File: config.mk
export PLATFORM = sky130hd
export DESIGN_NAME = ccel_top
export DESIGN_NICKNAME = d
export VERILOG_FILES = /design/src/inc/ccel_pkg.sv /design/src/verilog/ccel_edge_detect.sv /design/src/verilog/ccel_top.sv
export SDC_FILE = /design/constraint.sdc
export NUM_CORES = 1
export LEC_CHECK = 0
export ABC_AREA = 0
export ABC_CLOCK_PERIOD_IN_PS = 1800
export BUFFER_PORTS_ARGS = -buffer_cell sky130_fd_sc_hd__buf_2
export CORE_ASPECT_RATIO = 1.25
export CORE_MARGIN = 3
export CORE_UTILIZATION = 35
export DETAILED_ROUTE_END_ITERATION = 7
export PLACE_DENSITY = 0.78
export SLEW_MARGIN = 20
export SYNTH_ARGS = -nofsm -noshare
export SYNTH_HDL_FRONTEND = slang
export SYNTH_SLANG_ARGS = --single-unit
export TNS_END_PERCENT = 20
File: constraint.sdc
create_clock -name pclk -period 1.8 [get_ports pclk]
set_input_delay 0.27 -clock pclk [delete_from_list [all_inputs] [get_ports pclk]]
set_output_delay 0.27 -clock pclk [all_outputs]
set_load 0.01 [all_outputs]
File: src/inc/ccel_pkg.sv
// Package: register map, field positions and reset values for the comparator event block
package ccel_pkg;
  localparam logic [11:0] CCEL_ADDR_CTRL = 12'h000;
  localparam logic [11:0] CCEL_ADDR_STAT = 12'h004;
  localparam logic [11:0] CCEL_ADDR_IRQ_STAT = 12'h008;
  localparam logic [11:0] CCEL_ADDR_IRQ_MASK = 12'h00C;

  localparam int CCEL_BIT_ENABLE = 15;
  localparam int CCEL_BIT_PIN_EN = 14;
  localparam int CCEL_BIT_INVERT = 13;
  localparam int CCEL_BIT_OPAMP = 10;
  localparam int CCEL_BIT_EVENT = 9;
  localparam int CCEL_BIT_RESULT = 8;
  localparam int CCEL_BIT_EDGE_HI = 7;
  localparam int CCEL_BIT_EDGE_LO = 6;
  localparam int CCEL_BIT_REF_SEL = 4;
  localparam int CCEL_BIT_CH_HI = 1;
  localparam int CCEL_BIT_CH_LO = 0;

  // Writable bits of the control word (result is read-only)
  localparam logic [15:0] CCEL_CTRL_WMASK = 16'hE6D3;
  localparam logic [15:0] CCEL_CTRL_RESET = 16'h0000;
  localparam logic [15:0] CCEL_SHARED_STATUS_RESET = 16'h0000;

  // Shared status layout: event at bit 8, result at bit 0
  localparam int CCEL_STAT_EVENT_BIT = 8;
  localparam int CCEL_STAT_RESULT_BIT = 0;

  // Interrupt status / mask bits
  localparam int CCEL_IRQ_EVENT_BIT = 0;
  localparam int CCEL_IRQ_WIDTH = 1;

  typedef enum logic [1:0] {
    CCEL_EDGE_OFF,
    CCEL_EDGE_RISE,
    CCEL_EDGE_FALL,
    CCEL_EDGE_ANY
  } ccel_edge_t;
endpackage

File: src/verilog/ccel_edge_detect.sv
// Edge detector: flags selected transitions of the polarity-adjusted result
`timescale 1ns/1ps
`default_nettype none
module ccel_edge_detect
  import ccel_pkg::*;
(
  input wire logic pclk,
  input wire logic presetn,
  input wire logic armed,
  input wire logic level,
  input wire logic [1:0] edge_sel,
  output logic hit
);
  logic prev;
  logic next_prev;
  logic rise;
  logic fall;

  always_comb begin
    // Disarmed history tracks the level so re-arming never sees a stale edge
    next_prev = level;
    rise = level & ~prev;
    fall = ~level & prev;
    case (ccel_edge_t'(edge_sel))
      CCEL_EDGE_ANY: hit = armed & (rise | fall); // RULE_08
      CCEL_EDGE_FALL: hit = armed & fall; // RULE_08
      CCEL_EDGE_RISE: hit = armed & rise; // RULE_08
      default: hit = 1'b0; // RULE_08
    endcase
  end

  always_ff @(posedge pclk or negedge presetn) begin
    if (!presetn) begin
      prev <= 1'b0;
    end else begin
      prev <= next_prev;
    end
  end
endmodule
`default_nettype wire

File: src/verilog/ccel_top.sv
// Comparator channel control, event logic and APB register slave
// Function
// RULE_01 - Pin-enable drives adjusted result onto pin
// RULE_02 - Invert select inverts result before use
// RULE_03 - Op amp enable bit switches op amp
// RULE_04 - Matching edge sets sticky event, blocks triggers
// RULE_05 - Result bit reads polarity-adjusted comparison
// RULE_06 - Op amp enable never stops comparator
// RULE_07 - Software clears event, flag before irq enable
// RULE_08 - Edge select: any, fall, rise, off
// RULE_09 - Shared status mirrors event and result
// RULE_10 - Comparator enable gates channel and events
//
// The APB interface to the registers and the placing of the registers are this design's own decisions.
`timescale 1ns/1ps
`default_nettype none
module ccel_top
  import ccel_pkg::*;
(
  input wire logic pclk,
  input wire logic presetn,
  input wire logic psel,
  input wire logic penable,
  input wire logic pwrite,
  input wire logic [11:0] paddr,
  input wire logic [31:0] pwdata,
  output logic [31:0] prdata,
  output logic pready,
  output logic pslverr,
  input wire logic analog_compare,
  output logic comparator_output_pin,
  output logic opamp_on,
  output logic comparator_on,
  output logic [1:0] neg_input_select,
  output logic pos_ref_select,
  output logic event_trigger,
  output logic irq
);
  ////////////////////////////////////////////////////////////////////////
  logic [15:0] ctrl;
  logic [15:0] next_ctrl;
  logic result;
  logic next_result;
  logic [CCEL_IRQ_WIDTH-1:0] irq_stat;
  logic [CCEL_IRQ_WIDTH-1:0] next_irq_stat;
  logic [CCEL_IRQ_WIDTH-1:0] irq_mask;
  logic [CCEL_IRQ_WIDTH-1:0] next_irq_mask;
  logic [31:0] next_prdata;
  logic next_pready;
  logic next_pslverr;
  logic next_pin;
  logic next_trigger;
  logic next_irq;
  logic hit;
  logic wr_ctrl;
  logic rd_irq;
  logic access;
  logic known;

  function automatic logic [15:0] shared_status(input logic [15:0] c);
    logic [15:0] s;
    s = CCEL_SHARED_STATUS_RESET;
    s[CCEL_STAT_EVENT_BIT] = c[CCEL_BIT_EVENT]; // RULE_09
    s[CCEL_STAT_RESULT_BIT] = c[CCEL_BIT_RESULT]; // RULE_09
    return s;
  endfunction

  ////////////////////////////////////////////////////////////////////////
  ccel_edge_detect u_edge (
    .pclk(pclk),
    .presetn(presetn),
    .armed(ctrl[CCEL_BIT_ENABLE] & ~ctrl[CCEL_BIT_EVENT]), // RULE_04 RULE_10
    .level(result),
    .edge_sel(ctrl[CCEL_BIT_EDGE_HI:CCEL_BIT_EDGE_LO]),
    .hit(hit)
  );

  ////////////////////////////////////////////////////////////////////////
  always_comb begin
    access = psel & penable & ~pready;
    known = (paddr == CCEL_ADDR_CTRL) || (paddr == CCEL_ADDR_STAT)
      || (paddr == CCEL_ADDR_IRQ_STAT) || (paddr == CCEL_ADDR_IRQ_MASK);
    wr_ctrl = access & pwrite & (paddr == CCEL_ADDR_CTRL);
    rd_irq = access & ~pwrite & (paddr == CCEL_ADDR_IRQ_STAT);

    // Result is the inverted-or-not comparison; held low while disabled
    next_result = ctrl[CCEL_BIT_ENABLE]
      & (analog_compare ^ ctrl[CCEL_BIT_INVERT]); // RULE_02 RULE_05 RULE_10

    next_ctrl = ctrl;
    if (wr_ctrl) begin
      next_ctrl = (ctrl & ~CCEL_CTRL_WMASK) | (pwdata[15:0] & CCEL_CTRL_WMASK);
    end
    next_ctrl[CCEL_BIT_RESULT] = result; // RULE_05
    // Set wins over a clearing write in the same cycle
    if (hit) begin
      next_ctrl[CCEL_BIT_EVENT] = 1'b1; // RULE_04
    end

    next_irq_stat = irq_stat;
    if (rd_irq) begin
      next_irq_stat = '0;
    end
    if (hit) begin
      next_irq_stat[CCEL_IRQ_EVENT_BIT] = 1'b1;
    end
    next_irq_mask = irq_mask;
    if (access & pwrite & (paddr == CCEL_ADDR_IRQ_MASK)) begin
      next_irq_mask = pwdata[CCEL_IRQ_WIDTH-1:0];
    end
    next_irq = |(next_irq_stat & next_irq_mask);

    next_pready = access;
    next_pslverr = access & ~known;
    next_prdata = 32'h0000_0000;
    if (access & ~pwrite) begin
      if (paddr == CCEL_ADDR_CTRL) begin
        next_prdata = {16'h0000, ctrl};
      end else if (paddr == CCEL_ADDR_STAT) begin
        next_prdata = {16'h0000, shared_status(ctrl)}; // RULE_09
      end else if (paddr == CCEL_ADDR_IRQ_STAT) begin
        next_prdata = {{(32-CCEL_IRQ_WIDTH){1'b0}}, irq_stat};
      end else if (paddr == CCEL_ADDR_IRQ_MASK) begin
        next_prdata = {{(32-CCEL_IRQ_WIDTH){1'b0}}, irq_mask};
      end
    end

    next_pin = ctrl[CCEL_BIT_PIN_EN] & result; // RULE_01
    // Trigger is a one-cycle pulse, suppressed while the event is pending
    next_trigger = hit; // RULE_04
  end

  ////////////////////////////////////////////////////////////////////////
  always_ff @(posedge pclk or negedge presetn) begin
    if (!presetn) begin
      ctrl <= CCEL_CTRL_RESET;
      result <= 1'b0;
      irq_stat <= '0;
      irq_mask <= '0;
      prdata <= 32'h0000_0000;
      pready <= 1'b0;
      pslverr <= 1'b0;
      comparator_output_pin <= 1'b0;
      opamp_on <= 1'b0;
      comparator_on <= 1'b0;
      neg_input_select <= 2'h0;
      pos_ref_select <= 1'b0;
      event_trigger <= 1'b0;
      irq <= 1'b0;
    end else begin
      ctrl <= next_ctrl;
      result <= next_result;
      irq_stat <= next_irq_stat;
      irq_mask <= next_irq_mask;
      prdata <= next_prdata;
      pready <= next_pready;
      pslverr <= next_pslverr;
      comparator_output_pin <= next_pin; // RULE_01
      opamp_on <= next_ctrl[CCEL_BIT_OPAMP]; // RULE_03 RULE_06
      comparator_on <= next_ctrl[CCEL_BIT_ENABLE]; // RULE_06 RULE_10
      neg_input_select <= next_ctrl[CCEL_BIT_CH_HI:CCEL_BIT_CH_LO];
      pos_ref_select <= next_ctrl[CCEL_BIT_REF_SEL];
      event_trigger <= next_trigger;
      irq <= next_irq;
    end
  end
endmodule
`default_nettype wire
==> impl_results.rst, run 1 <==
.. list-table::
   :header-rows: 1

   * - Metric
     - Value
   * - Status
     - finished clean
   * - Global route overflow
     - 0
   * - Clk_lat worst skew
     - 0.28 ns
   * - Largest buffer count on any clock path
     - 2
   * - Ports placed on the boundary
     - 92
   * - Gp weighted congestion
     - 0.749
   * - Iter 0 DRT Violations
     - 24
   * - Actual slew at the worst max-slew pin
     - 0.627 ns
   * - TritonCTS Buffers
     - 5
   * - Worst hold path type
     - input port to async pin
   * - Crit. End Element
     - register
   * - TritonCTS sink count
     - 30
   * - DRC
     - 0
   * - Final setup fails
     - 0
   * - Layout-stage area growth over the synthesis result
     - 20.9%
   * - Die Ht
     - 79.8 µm
   * - Startpoint class of the critical path
     - register
   * - GRT busiest layer
     - met2
   * - Number of hold buffers added after CTS
     - 0
   * - Pwr Density
     - 770 nW/µm²
   * - Final worst clock skew
     - 0.00710 ns
   * - Detailed-route vias per instance
     - 4.21
   * - Final layout net count
     - 228
   * - Final core utilization
     - 44.7%
   * - Vias in the first global route
     - 893
   * - Share of total power in the clock network
     - 45.4%
   * - Pin count of the biggest net entering global routing
     - 31
   * - Effective utilization at floorplan
     - 36.9%
   * - Port Buf Inserts
     - 48
   * - Min Tclk post-route
     - 1.70 ns
   * - GRT Total Usage
     - 11.0%
   * - DIE AREA
     - 5190 µm²
   * - Net load switching power
     - 304 µW
   * - IR Drop Worst-Case VDD
     - 0.307 mV
   * - Number of max-slew violations in the final report
     - 0
   * - Combinational fraction of design power
     - 6.9%
   * - Clock H-tree levels
     - 2
   * - GR met1 Demand/Resource
     - 12.0%
   * - Number of synthesized register bits
     - 30
   * - Met3 Use GR
     - 3.10%
   * - Wire length of the first global-routing pass
     - 4.22 mm
   * - Total iterations of the first detailed-routing run
     - 4
   * - Count of flip-flops with a built-in enable after synthesis
     - 0
   * - Leakage power
     - 0.994 nW
   * - Total wire length
     - 2.63 mm
   * - Final hold slack
     - 0.00521 ns
   * - Share of flip-flops with an asynchronous set or reset after synthesis
     - 100%
   * - Post-DP HPWL
     - 2.07 mm
   * - Total of max-cap violations
     - 0
   * - Number of placement rows
     - 26
   * - Post-CTS setup-driven buffer insertion count
     - 0
   * - Most frequently used flop master after synthesis
     - sky130_fd_sc_hd__dfrtp_1
   * - Per-instance average area after synthesis
     - 12.6 µm²
   * - R2r worst-path depth
     - 6
   * - Switching part of the total power
     - 21.4%
   * - Total inserted antenna cells
     - 0
   * - Kind of critical path
     - register to register
   * - Share of total power in sequential cells
     - 47.7%
   * - Yosys cell types
     - 32
   * - Sequential-to-total area share from yosys stat
     - 49.2%
   * - Period Utilization, post-route
     - 94.6%
   * - Placeable core area
     - 4130 µm²
   * - Maximum fanout along the worst path
     - 3
   * - Number of routed nets with antenna violations
     - 0
   * - Worst slew margin
     - 58.2%
   * - Critical path required time
     - 1.98 ns
   * - TritonCTS clock tree
     - yes
   * - Warnings, synthesis
     - 0
   * - Number of hold violations in the final report
     - 0
   * - TNS Setup
     - 0 ns
   * - Width of the die
     - 65.1 µm
   * - Netlist Area Pre-Place
     - 1530 µm²
   * - Met2 GRT Util
     - 18.3%
   * - Layout cell share with drive strength beyond 1
     - 43.1%
   * - Avg WL per Cell
     - 11.4 µm
   * - WP data arrival
     - 1.88 ns
   * - Unrepaired setup endpoints after global routing
     - no
   * - Fmax
     - 587 MHz
   * - Total via count after detailed routing
     - 969
   * - Antenna violations before repair
     - 0
   * - Internal power
     - 1.12 mW
   * - Post-Synthesis Cells
     - 121
   * - Clock-pin slew reported for the worst setup and hold paths after clock tree synthesis
     - 0.06 ns
   * - Root buffer cell
     - sky130_fd_sc_hd__clkbuf_8
cell usage after synthesis, types with 2 or more instances:
| library cell | count | area share, % |
|---|---|---|
| sky130_fd_sc_hd__inv_1 | 6 | 1.5 |
| sky130_fd_sc_hd__and2_1 | 12 | 4.9 |
| sky130_fd_sc_hd__buf_4 | 23 | 11 |
| sky130_fd_sc_hd__nand3_1 | 6 | 2.0 |
| sky130_fd_sc_hd__nor4_1 | 2 | 0.82 |
| sky130_fd_sc_hd__ha_1 | 5 | 4.1 |
| sky130_fd_sc_hd__dfrtp_1 | 30 | 49 |
| sky130_fd_sc_hd__o21ai_0 | 3 | 0.98 |
| sky130_fd_sc_hd__nor2_1 | 3 | 0.74 |
| sky130_fd_sc_hd__mux2_4 | 7 | 6.9 |
| sky130_fd_sc_hd__nor4_4 | 3 | 4.2 |
cell type report:
cell class | count | area (µm²)
repair buffers | 50 | 255
multi-input cells | 80 | 638
clock buffers | 5 | 68.8
inverters | 6 | 22.5
clock inverters | 3 | 40.0
well taps | 56 | 70.1
fillers | 406 | 2290
flip-flops and latches | 30 | 751
cells by family after synthesis:
family                     Yosys count  share of synthesized area [%]
and+or+nand+nor                     37                           19.2
buffers and inverters               31                           14.4
DFF                                 30                           49.2
muxes                                9                           9.02
AOI/OAI and AO/OA                    7                           3.28
adders and majority gates            5                           4.10
other                                1                          0.246
xor gates and xnor gates             1                          0.574
flip-flops by register name (all words and copies together), names as in the netlist:
name	count
neg_input_select	1
pready	1
event_trigger	1
irq_stat	1
comparator_output_pin	1
irq_mask	1
ctrl	10
result	1
irq	1
prdata	11
pslverr	1
critical path: stages (launching register included):
cell                       delay [ns]
sky130_fd_sc_hd__dfrtp_1         0.37
sky130_fd_sc_hd__inv_1           0.08
sky130_fd_sc_hd__ha_1            0.19
sky130_fd_sc_hd__or3b_1          0.39
sky130_fd_sc_hd__a211oi_4        0.23
sky130_fd_sc_hd__nor2_1          0.09
sky130_fd_sc_hd__a211oi_1        0.25
cell usage in the layout (no fill, tap or decap), types with 2 or more instances in the layout:
cell type and count:
sky130_fd_sc_hd__nor4_4 3, sky130_fd_sc_hd__and2_1 12, sky130_fd_sc_hd__ha_1 5, sky130_fd_sc_hd__nor4_1 2, sky130_fd_sc_hd__conb_1 21, sky130_fd_sc_hd__nor2_1 3, sky130_fd_sc_hd__nand3_1 6, sky130_fd_sc_hd__clkbuf_8 5
sky130_fd_sc_hd__inv_1 6, sky130_fd_sc_hd__clkinv_2 2, sky130_fd_sc_hd__mux2_4 7, sky130_fd_sc_hd__buf_2 48, sky130_fd_sc_hd__buf_4 2, sky130_fd_sc_hd__o21ai_0 3, sky130_fd_sc_hd__dfrtp_1 30
metrics by stage:
stage	std cells	power [mW]	area (µm²)	setup slack, ns
after floorplan	141	0.766	1600	0.226
after global placement	222	0.787	1730	0.112
after detailed placement	222	0.789	1730	0.0490
after CTS	230	1.44	1840	0.0342
after global routing	230	1.50	1850	0.00594
final	230	1.42	1850	0.0964
metal layers:
layer,up-vias,share of wire [%]
met5,-,0
met4,0,3.4
met3,8,9.1
met2,48,53
met1,447,34
li1,466,-
power groups by stage:
stage / combinational (mW) / sequential (mW) / clock (mW)
global route: 0.109 / 0.678 / 0.709
CTS: 0.0991 / 0.678 / 0.665
global placement: 0.0970 / 0.691 / 0
detailed placement: 0.0989 / 0.691 / 0
finish: 0.0984 / 0.678 / 0.645
floorplan: 0.0739 / 0.692 / 0
worst paths after layout:
check / start / slack (ns) / to
worst min register to register: result / 0.43 / ctrl[8]
worst min-delay path: presetn / 0.005 / ctrl[6]
worst max register to register: ctrl[6] / 0.1 / irq
worst max-delay path: ctrl[6] / 0.1 / irq
max in group asynchronous: presetn / 1.39 / prdata[6]
min in group pclk: pwdata[10] / 0.22 / ctrl[10]
what timing repair did:
action	4_1_cts	5_1_grt
hold endpoints to repair	0	0
gates resized for setup	0	1
setup endpoints to repair	0	1
(Power assumes the default switching activity.)
==> run 2, diff against run 1 <==
GPL_TIMING_DRIVEN = 0   (was default)
==> run 2 against run 1 <==
  * Sequential power hardly changed
  * Core utilization is 4.5 points higher
  * Global-route usage is 0.90 points higher
  * Count of clock-buffer cells in the layout stayed put
  * Clock power is 2% higher
  * Sequential share of layout area is 3.7 points lower
  * Largest power group unchanged
  * Highest routed layer unchanged
==> impl_results.rst, run 2 (synthesized netlist as in run 1, its figures left out) <==
.. list-table::
   :header-rows: 1

   * - Metric
     - Value
   * - Status
     - finished clean
   * - Critical path required time
     - 1.99 ns
   * - Clock-pin slew reported for the worst setup and hold paths after clock tree synthesis
     - 0.06 ns
   * - Total inserted antenna cells
     - 0
   * - Pwr Density
     - 723 nW/µm²
   * - Clk_lat worst skew
     - 0.28 ns
   * - Final setup fails
     - 0
   * - Final core utilization
     - 49.2%
   * - Antenna violations before repair
     - 0
   * - Number of placement rows
     - 26
   * - TritonCTS Buffers
     - 5
   * - Avg WL per Cell
     - 11.3 µm
   * - Final worst clock skew
     - 0.00642 ns
   * - Layout-stage area growth over the synthesis result
     - 33.0%
   * - Effective utilization at floorplan
     - 36.9%
   * - Global route overflow
     - 0
   * - Layout filler cell count
     - 385
   * - Number of max-slew violations in the final report
     - 0
   * - Maximum fanout along the worst path
     - 4
   * - Detailed-route vias per instance
     - 4.23
   * - IR Drop Worst-Case VDD
     - 0.287 mV
   * - Kind of critical path
     - register to register
   * - Critical Path Max Stage Delay
     - 0.39 ns
   * - Crit-path slowest cell
     - sky130_fd_sc_hd__or3b_1
   * - Number of routed nets with antenna violations
     - 0
   * - Fmax
     - 592 MHz
   * - Final layout net count
     - 251
   * - Cells traversed along the worst timing path
     - inv_1, ha_1, or3b_1, a211oi_4, nor2_1, a211oi_1
   * - Port Buf Inserts
     - 47
   * - Clock H-tree levels
     - 2
   * - Post-DP HPWL
     - 2.21 mm
   * - Worst hold path type
     - input port to async pin
   * - Largest regs
     - prdata: 11 flops, ctrl: 10 flops
   * - Total iterations of the first detailed-routing run
     - 4
   * - Placeable core area
     - 4130 µm²
   * - Total via count after detailed routing
     - 1069
   * - WP data arrival
     - 1.88 ns
   * - Total area of sequential cells
     - 751 µm²
   * - Top reg by flops
     - prdata
   * - Final hold slack
     - 0.00761 ns
   * - Crit. End Element
     - register
   * - Total of max-cap violations
     - 0
   * - Min Tclk post-route
     - 1.69 ns
   * - Die Ht
     - 79.8 µm
   * - Pin count of the biggest net entering global routing
     - 31
   * - Largest register FFs
     - 11
   * - Largest buffer count on any clock path
     - 2
   * - Width of the die
     - 65.1 µm
   * - Vias in the first global route
     - 1037
   * - Root buffer cell
     - sky130_fd_sc_hd__clkbuf_8
   * - Period Utilization, post-route
     - 93.9%
   * - Design Area, Final
     - 2030 µm²
   * - Startpoint class of the critical path
     - register
   * - Number of hold violations in the final report
     - 0
   * - Leading cell types in the layout, fill and taps excluded
     - sky130_fd_sc_hd__buf_2 (47), sky130_fd_sc_hd__dfrtp_1 (30), sky130_fd_sc_hd__buf_4 (24)
   * - Area post-placement
     - 1910 µm²
   * - Layout cell share with drive strength beyond 1
     - 49.7%
   * - Actual slew at the worst max-slew pin
     - 0.640 ns
   * - Total wire length
     - 2.85 mm
   * - R2r worst-path depth
     - 6
   * - Worst slew margin
     - 57.3%
   * - Area used by multi-input combinational logic
     - 638 µm²
   * - DRC
     - 0
   * - Leakage power
     - 1.12 nW
   * - Wire length of the first global-routing pass
     - 4.62 mm
   * - Ports placed on the boundary
     - 92
   * - Most common library cell in the layout ignoring fill and taps
     - sky130_fd_sc_hd__buf_2
   * - TritonCTS clock tree
     - yes
   * - Iter 0 DRT Violations
     - 71
   * - Gp weighted congestion
     - 0.737
   * - GRT Total Usage
     - 12.0%
   * - TNS Setup
     - 0 ns
   * - DIE AREA
     - 5190 µm²
   * - TritonCTS sink count
     - 30
-- run 2: cell count changes in the layout (fill, tap and decap cells not counted), sizes merged --
cell	previous run	this run
buf	50	72
clkbuf	5	6
-- run 2: critical path, delay by kind of cell, from the launching register on --
| family | cells | cell delay (ns) |
|---|---|---|
| and+or+nand+nor | 2 | 0.48 |
| DFF | 1 | 0.36 |
| adders and majority gates | 1 | 0.19 |
| buffers and inverters | 1 | 0.09 |
| AOI/OAI and AO/OA | 2 | 0.48 |
-- run 2: final timing paths --
kind,startpoint,endpoint,slack [ns]
worst min register to register,result,ctrl[8],0.43
worst min-delay path,presetn,irq_mask,0.008
worst max-delay path,ctrl[6],irq,0.11
worst max register to register,ctrl[6],irq,0.11
max in group asynchronous,presetn,ctrl[6],1.38
min in group pclk,pwdata[15],ctrl[15],0.21
-- run 2: per-stage QoR --
step	total power, mW	cells	worst slack [ns]
after floorplan	0.766	141	0.226
after global placement	0.821	244	0.0595
after detailed placement	0.824	244	0.0380
after CTS	1.48	252	0.0253
after global routing	1.53	253	-0.000585
final	1.47	253	0.110
-- run 2: cell type report --
type / count / area share (%)
multi-input combinational: 80 / 31.4
clock inverter: 3 / 1.97
sequential: 30 / 37.0
timing repair buffer: 48 / 12.0
inverter: 6 / 1.11
tap: 56 / 3.45
clock buffer: 5 / 3.39
buffer: 25 / 9.74
-- run 2: metal layers --
metal  track usage [%]  vias to the layer above  part of all wire [%]
met5                 0                        -                     0
met4              7.47                        0                   2.8
met3              4.37                        9                   8.4
met2              20.7                       48                    52
met1              12.0                      499                    36
li1                  -                      513                     -
-- run 2: what timing repair did --
action,in CTS,in global routing
endpoints found under the hold margin,0,0
hold buffers,0,0
setup buffers,0,1
setup endpoints to repair,0,1
resized for setup,0,1
-- run 2: power breakdown --
part / leakage, nW / internal, mW / switching, mW
Combinational: 0.668 / 0.0638 / 0.0705
Clock: 0.0579 / 0.406 / 0.250
Sequential: 0.397 / 0.677 / 0.00116
Total: 1.12 / 1.15 / 0.321
==> run 3, diff against run 2 <==
ABC_CLOCK_PERIOD_IN_PS = 1700   (was 1800)
clock period = 1.7 ns   (was 1.8 ns; I/O delays follow)
==> run 3 against run 2 <==
  * The flow now finishes with violations (hold timing, setup timing)
  * Via count is 0.28% higher
  * Sequential power grew 5.9%
  * Routed wire length is 4.8% higher
  * Hold slack got worse by 0.011 ns
  * Worst setup slack lost 0.12 ns
  * Non-clock buffer count up 4
  * Clock power grew 5.9%
  * Register-to-register slack got worse by 0.12 ns
  * Combinational power rose by 7%
  * Maximum frequency decreased by 1.2%
  * Die area did not move
  * Sequential cell count unchanged
==> impl_results.rst, run 3 (synthesized netlist as in run 1, its figures left out) <==
.. list-table::
   :header-rows: 1

   * - Metric
     - Value
   * - Combinational fraction of design power
     - 9.2%
   * - Port Buf Inserts
     - 47
   * - Total iterations of the first detailed-routing run
     - 4
   * - Layout-stage area growth over the synthesis result
     - 36.4%
   * - Leakage power
     - 1.14 nW
   * - Largest buffer count on any clock path
     - 2
   * - Top reg by flops
     - prdata
   * - Cells traversed along the worst timing path
     - inv_2, ha_4, or3b_4, a211oi_4, nor4_2, a211oi_1
   * - DIE AREA
     - 5190 µm²
   * - Avg WL per Cell
     - 11.6 µm
   * - Status
     - complete, but fails checks
   * - Critical path required time
     - 1.89 ns
   * - Clock H-tree levels
     - 2
   * - IR Drop Worst-Case VDD
     - 0.305 mV
   * - Gp weighted congestion
     - 0.737
   * - Vias in the first global route
     - 1044
   * - Total wire length
     - 2.99 mm
   * - Worst hold path type
     - input port to async pin
   * - TNS Setup
     - -0.0109 ns
   * - Share of total power in sequential cells
     - 46.1%
   * - Total of max-cap violations
     - 0
   * - Number of cells in the design after placement
     - 244
   * - Total inserted antenna cells
     - 0
   * - Period Utilization, post-route
     - 101%
   * - Wire length of the first global-routing pass
     - 4.67 mm
   * - Antenna violations before repair
     - 0
   * - Number of max-slew violations in the final report
     - 0
   * - Worst slew margin
     - 56.6%
   * - Kind of critical path
     - register to register
   * - Clk_lat worst skew
     - 0.28 ns
   * - Overall power consumption
     - 1.56 mW
   * - Final layout net count
     - 255
   * - Violations in the final reports
     - hold timing, setup timing
   * - Effective utilization at floorplan
     - 36.9%
   * - Final setup fails
     - 1
   * - Critical Path Max Stage Delay
     - 0.40 ns
   * - Min setup slack post-route
     - -0.0109 ns
   * - Pin count of the biggest net entering global routing
     - 31
   * - TritonCTS clock tree
     - yes
   * - Net load switching power
     - 341 µW
   * - WP data arrival
     - 1.90 ns
   * - Unrepaired setup endpoints after global routing
     - yes
   * - Clock-pin slew reported for the worst setup and hold paths after clock tree synthesis
     - 0.07 ns
   * - Final worst clock skew
     - 0.00597 ns
   * - Iter 0 DRT Violations
     - 73
   * - Layout cell share with drive strength beyond 1
     - 53.7%
   * - Most common library cell in the layout ignoring fill and taps
     - sky130_fd_sc_hd__buf_2
   * - Die Ht
     - 79.8 µm
   * - Crit. End Element
     - register
   * - Maximum fanout along the worst path
     - 3
   * - DRC
     - 0
   * - Leading cell types in the layout, fill and taps excluded
     - sky130_fd_sc_hd__buf_2 (47), sky130_fd_sc_hd__dfrtp_1 (30), sky130_fd_sc_hd__buf_4 (28)
   * - Global route overflow
     - 0
   * - Switching part of the total power
     - 21.9%
   * - Largest register FFs
     - 11
   * - Number of hold violations in the final report
     - 15
   * - TritonCTS sink count
     - 30
   * - Internal power
     - 1.22 mW
   * - Pwr Density
     - 748 nW/µm²
   * - Number of placement rows
     - 26
   * - Final hold slack
     - -0.00371 ns
   * - Post-DP HPWL
     - 2.21 mm
   * - Number of routed nets with antenna violations
     - 0
   * - Post-layout instance count excluding filler cells
     - 257
   * - TritonCTS Buffers
     - 5
   * - Crit-path slowest cell
     - sky130_fd_sc_hd__or3b_4
   * - Placeable core area
     - 4130 µm²
   * - Width of the die
     - 65.1 µm
   * - Layout filler cell count
     - 372
   * - Root buffer cell
     - sky130_fd_sc_hd__clkbuf_8
   * - Total via count after detailed routing
     - 1072
   * - Detailed-route vias per instance
     - 4.17
   * - Ports placed on the boundary
     - 92
   * - Share of total power in the clock network
     - 44.7%
   * - GRT Total Usage
     - 12.1%
   * - Actual slew at the worst max-slew pin
     - 0.651 ns
   * - Largest regs
     - prdata: 11 flops, ctrl: 10 flops
   * - Final core utilization
     - 50.4%
   * - Fmax
     - 584 MHz
   * - Min Tclk post-route
     - 1.71 ns
   * - Startpoint class of the critical path
     - register
## run 3: cell count changes in the layout (fill, tap and decap cells not counted), sizes merged
cell | previous run | this run
buf | 72 | 76
## run 3: worst max-delay path: cells and delay by family (launching register included)
kind / cells / cell delay, ns
DFF: 1 / 0.39
AOI/OAI and AO/OA: 2 / 0.52
adders and majority gates: 1 / 0.15
and+or+nand+nor: 2 / 0.48
buffers and inverters: 1 / 0.08
## run 3: final timing paths
check,start,endpoint,slack (ns),depth (start not counted)
max,ctrl[7],irq,-0.01,6
min,presetn,ctrl[7],-0.004,1
max reg2reg,ctrl[7],irq,-0.01,6
min reg2reg,result,ctrl[8],0.43,0
max in group asynchronous,presetn,comparator_output_pin,1.28,1
min in group pclk,pwdata[15],ctrl[15],0.19,2
## run 3: per-stage QoR
step / instance area [µm²] / setup slack, ns / hold WS [ns]
floorplan: 1600 / 0.126 / -0.0406
global placement: 1910 / -0.0364 / 0.309
detailed placement: 1910 / -0.0505 / 0.319
CTS: 2030 / 0.0258 / 0.0111
global route: 2080 / -0.0980 / 0.0476
finish: 2080 / -0.0109 / -0.00371
## run 3: layout make-up
class	instances	area [µm²]	share of cell area (%)
multi-input cells	80	659	31.7
well taps	56	70.1	3.37
plain buffers	25	198	9.50
flip-flops and latches	30	751	36.1
clock inverters	3	40.0	1.92
clock buffers	5	68.8	3.31
inverters	6	22.5	1.08
repair buffers	52	273	13.1
## run 3: power by group through the flow
stage	registers (mW)	logic (mW)	clock network, mW
2_1_floorplan	0.733	0.0783	0
3_3_place_gp	0.731	0.138	0
3_5_place_dp	0.731	0.141	0
4_1_cts	0.718	0.142	0.709
5_1_grt	0.718	0.159	0.748
6_report	0.718	0.143	0.695
## run 3: metal layers
metal | global-route usage, % | share of wire (%)
met1 | 12.3 | 37
met2 | 20.8 | 51
met3 | 4.23 | 8.4
met4 | 7.88 | 3.1
met5 | 0 | 0
## run 3: timing repair
| item | 4_1_cts | 5_1_grt |
|---|---|---|
| endpoints found under the setup margin | 1 | 3 |
| gates resized for setup | 1 | 7 |
| setup buffers | 1 | 4 |
| hold buffers | 0 | 0 |
| pin swaps | 1 | 4 |
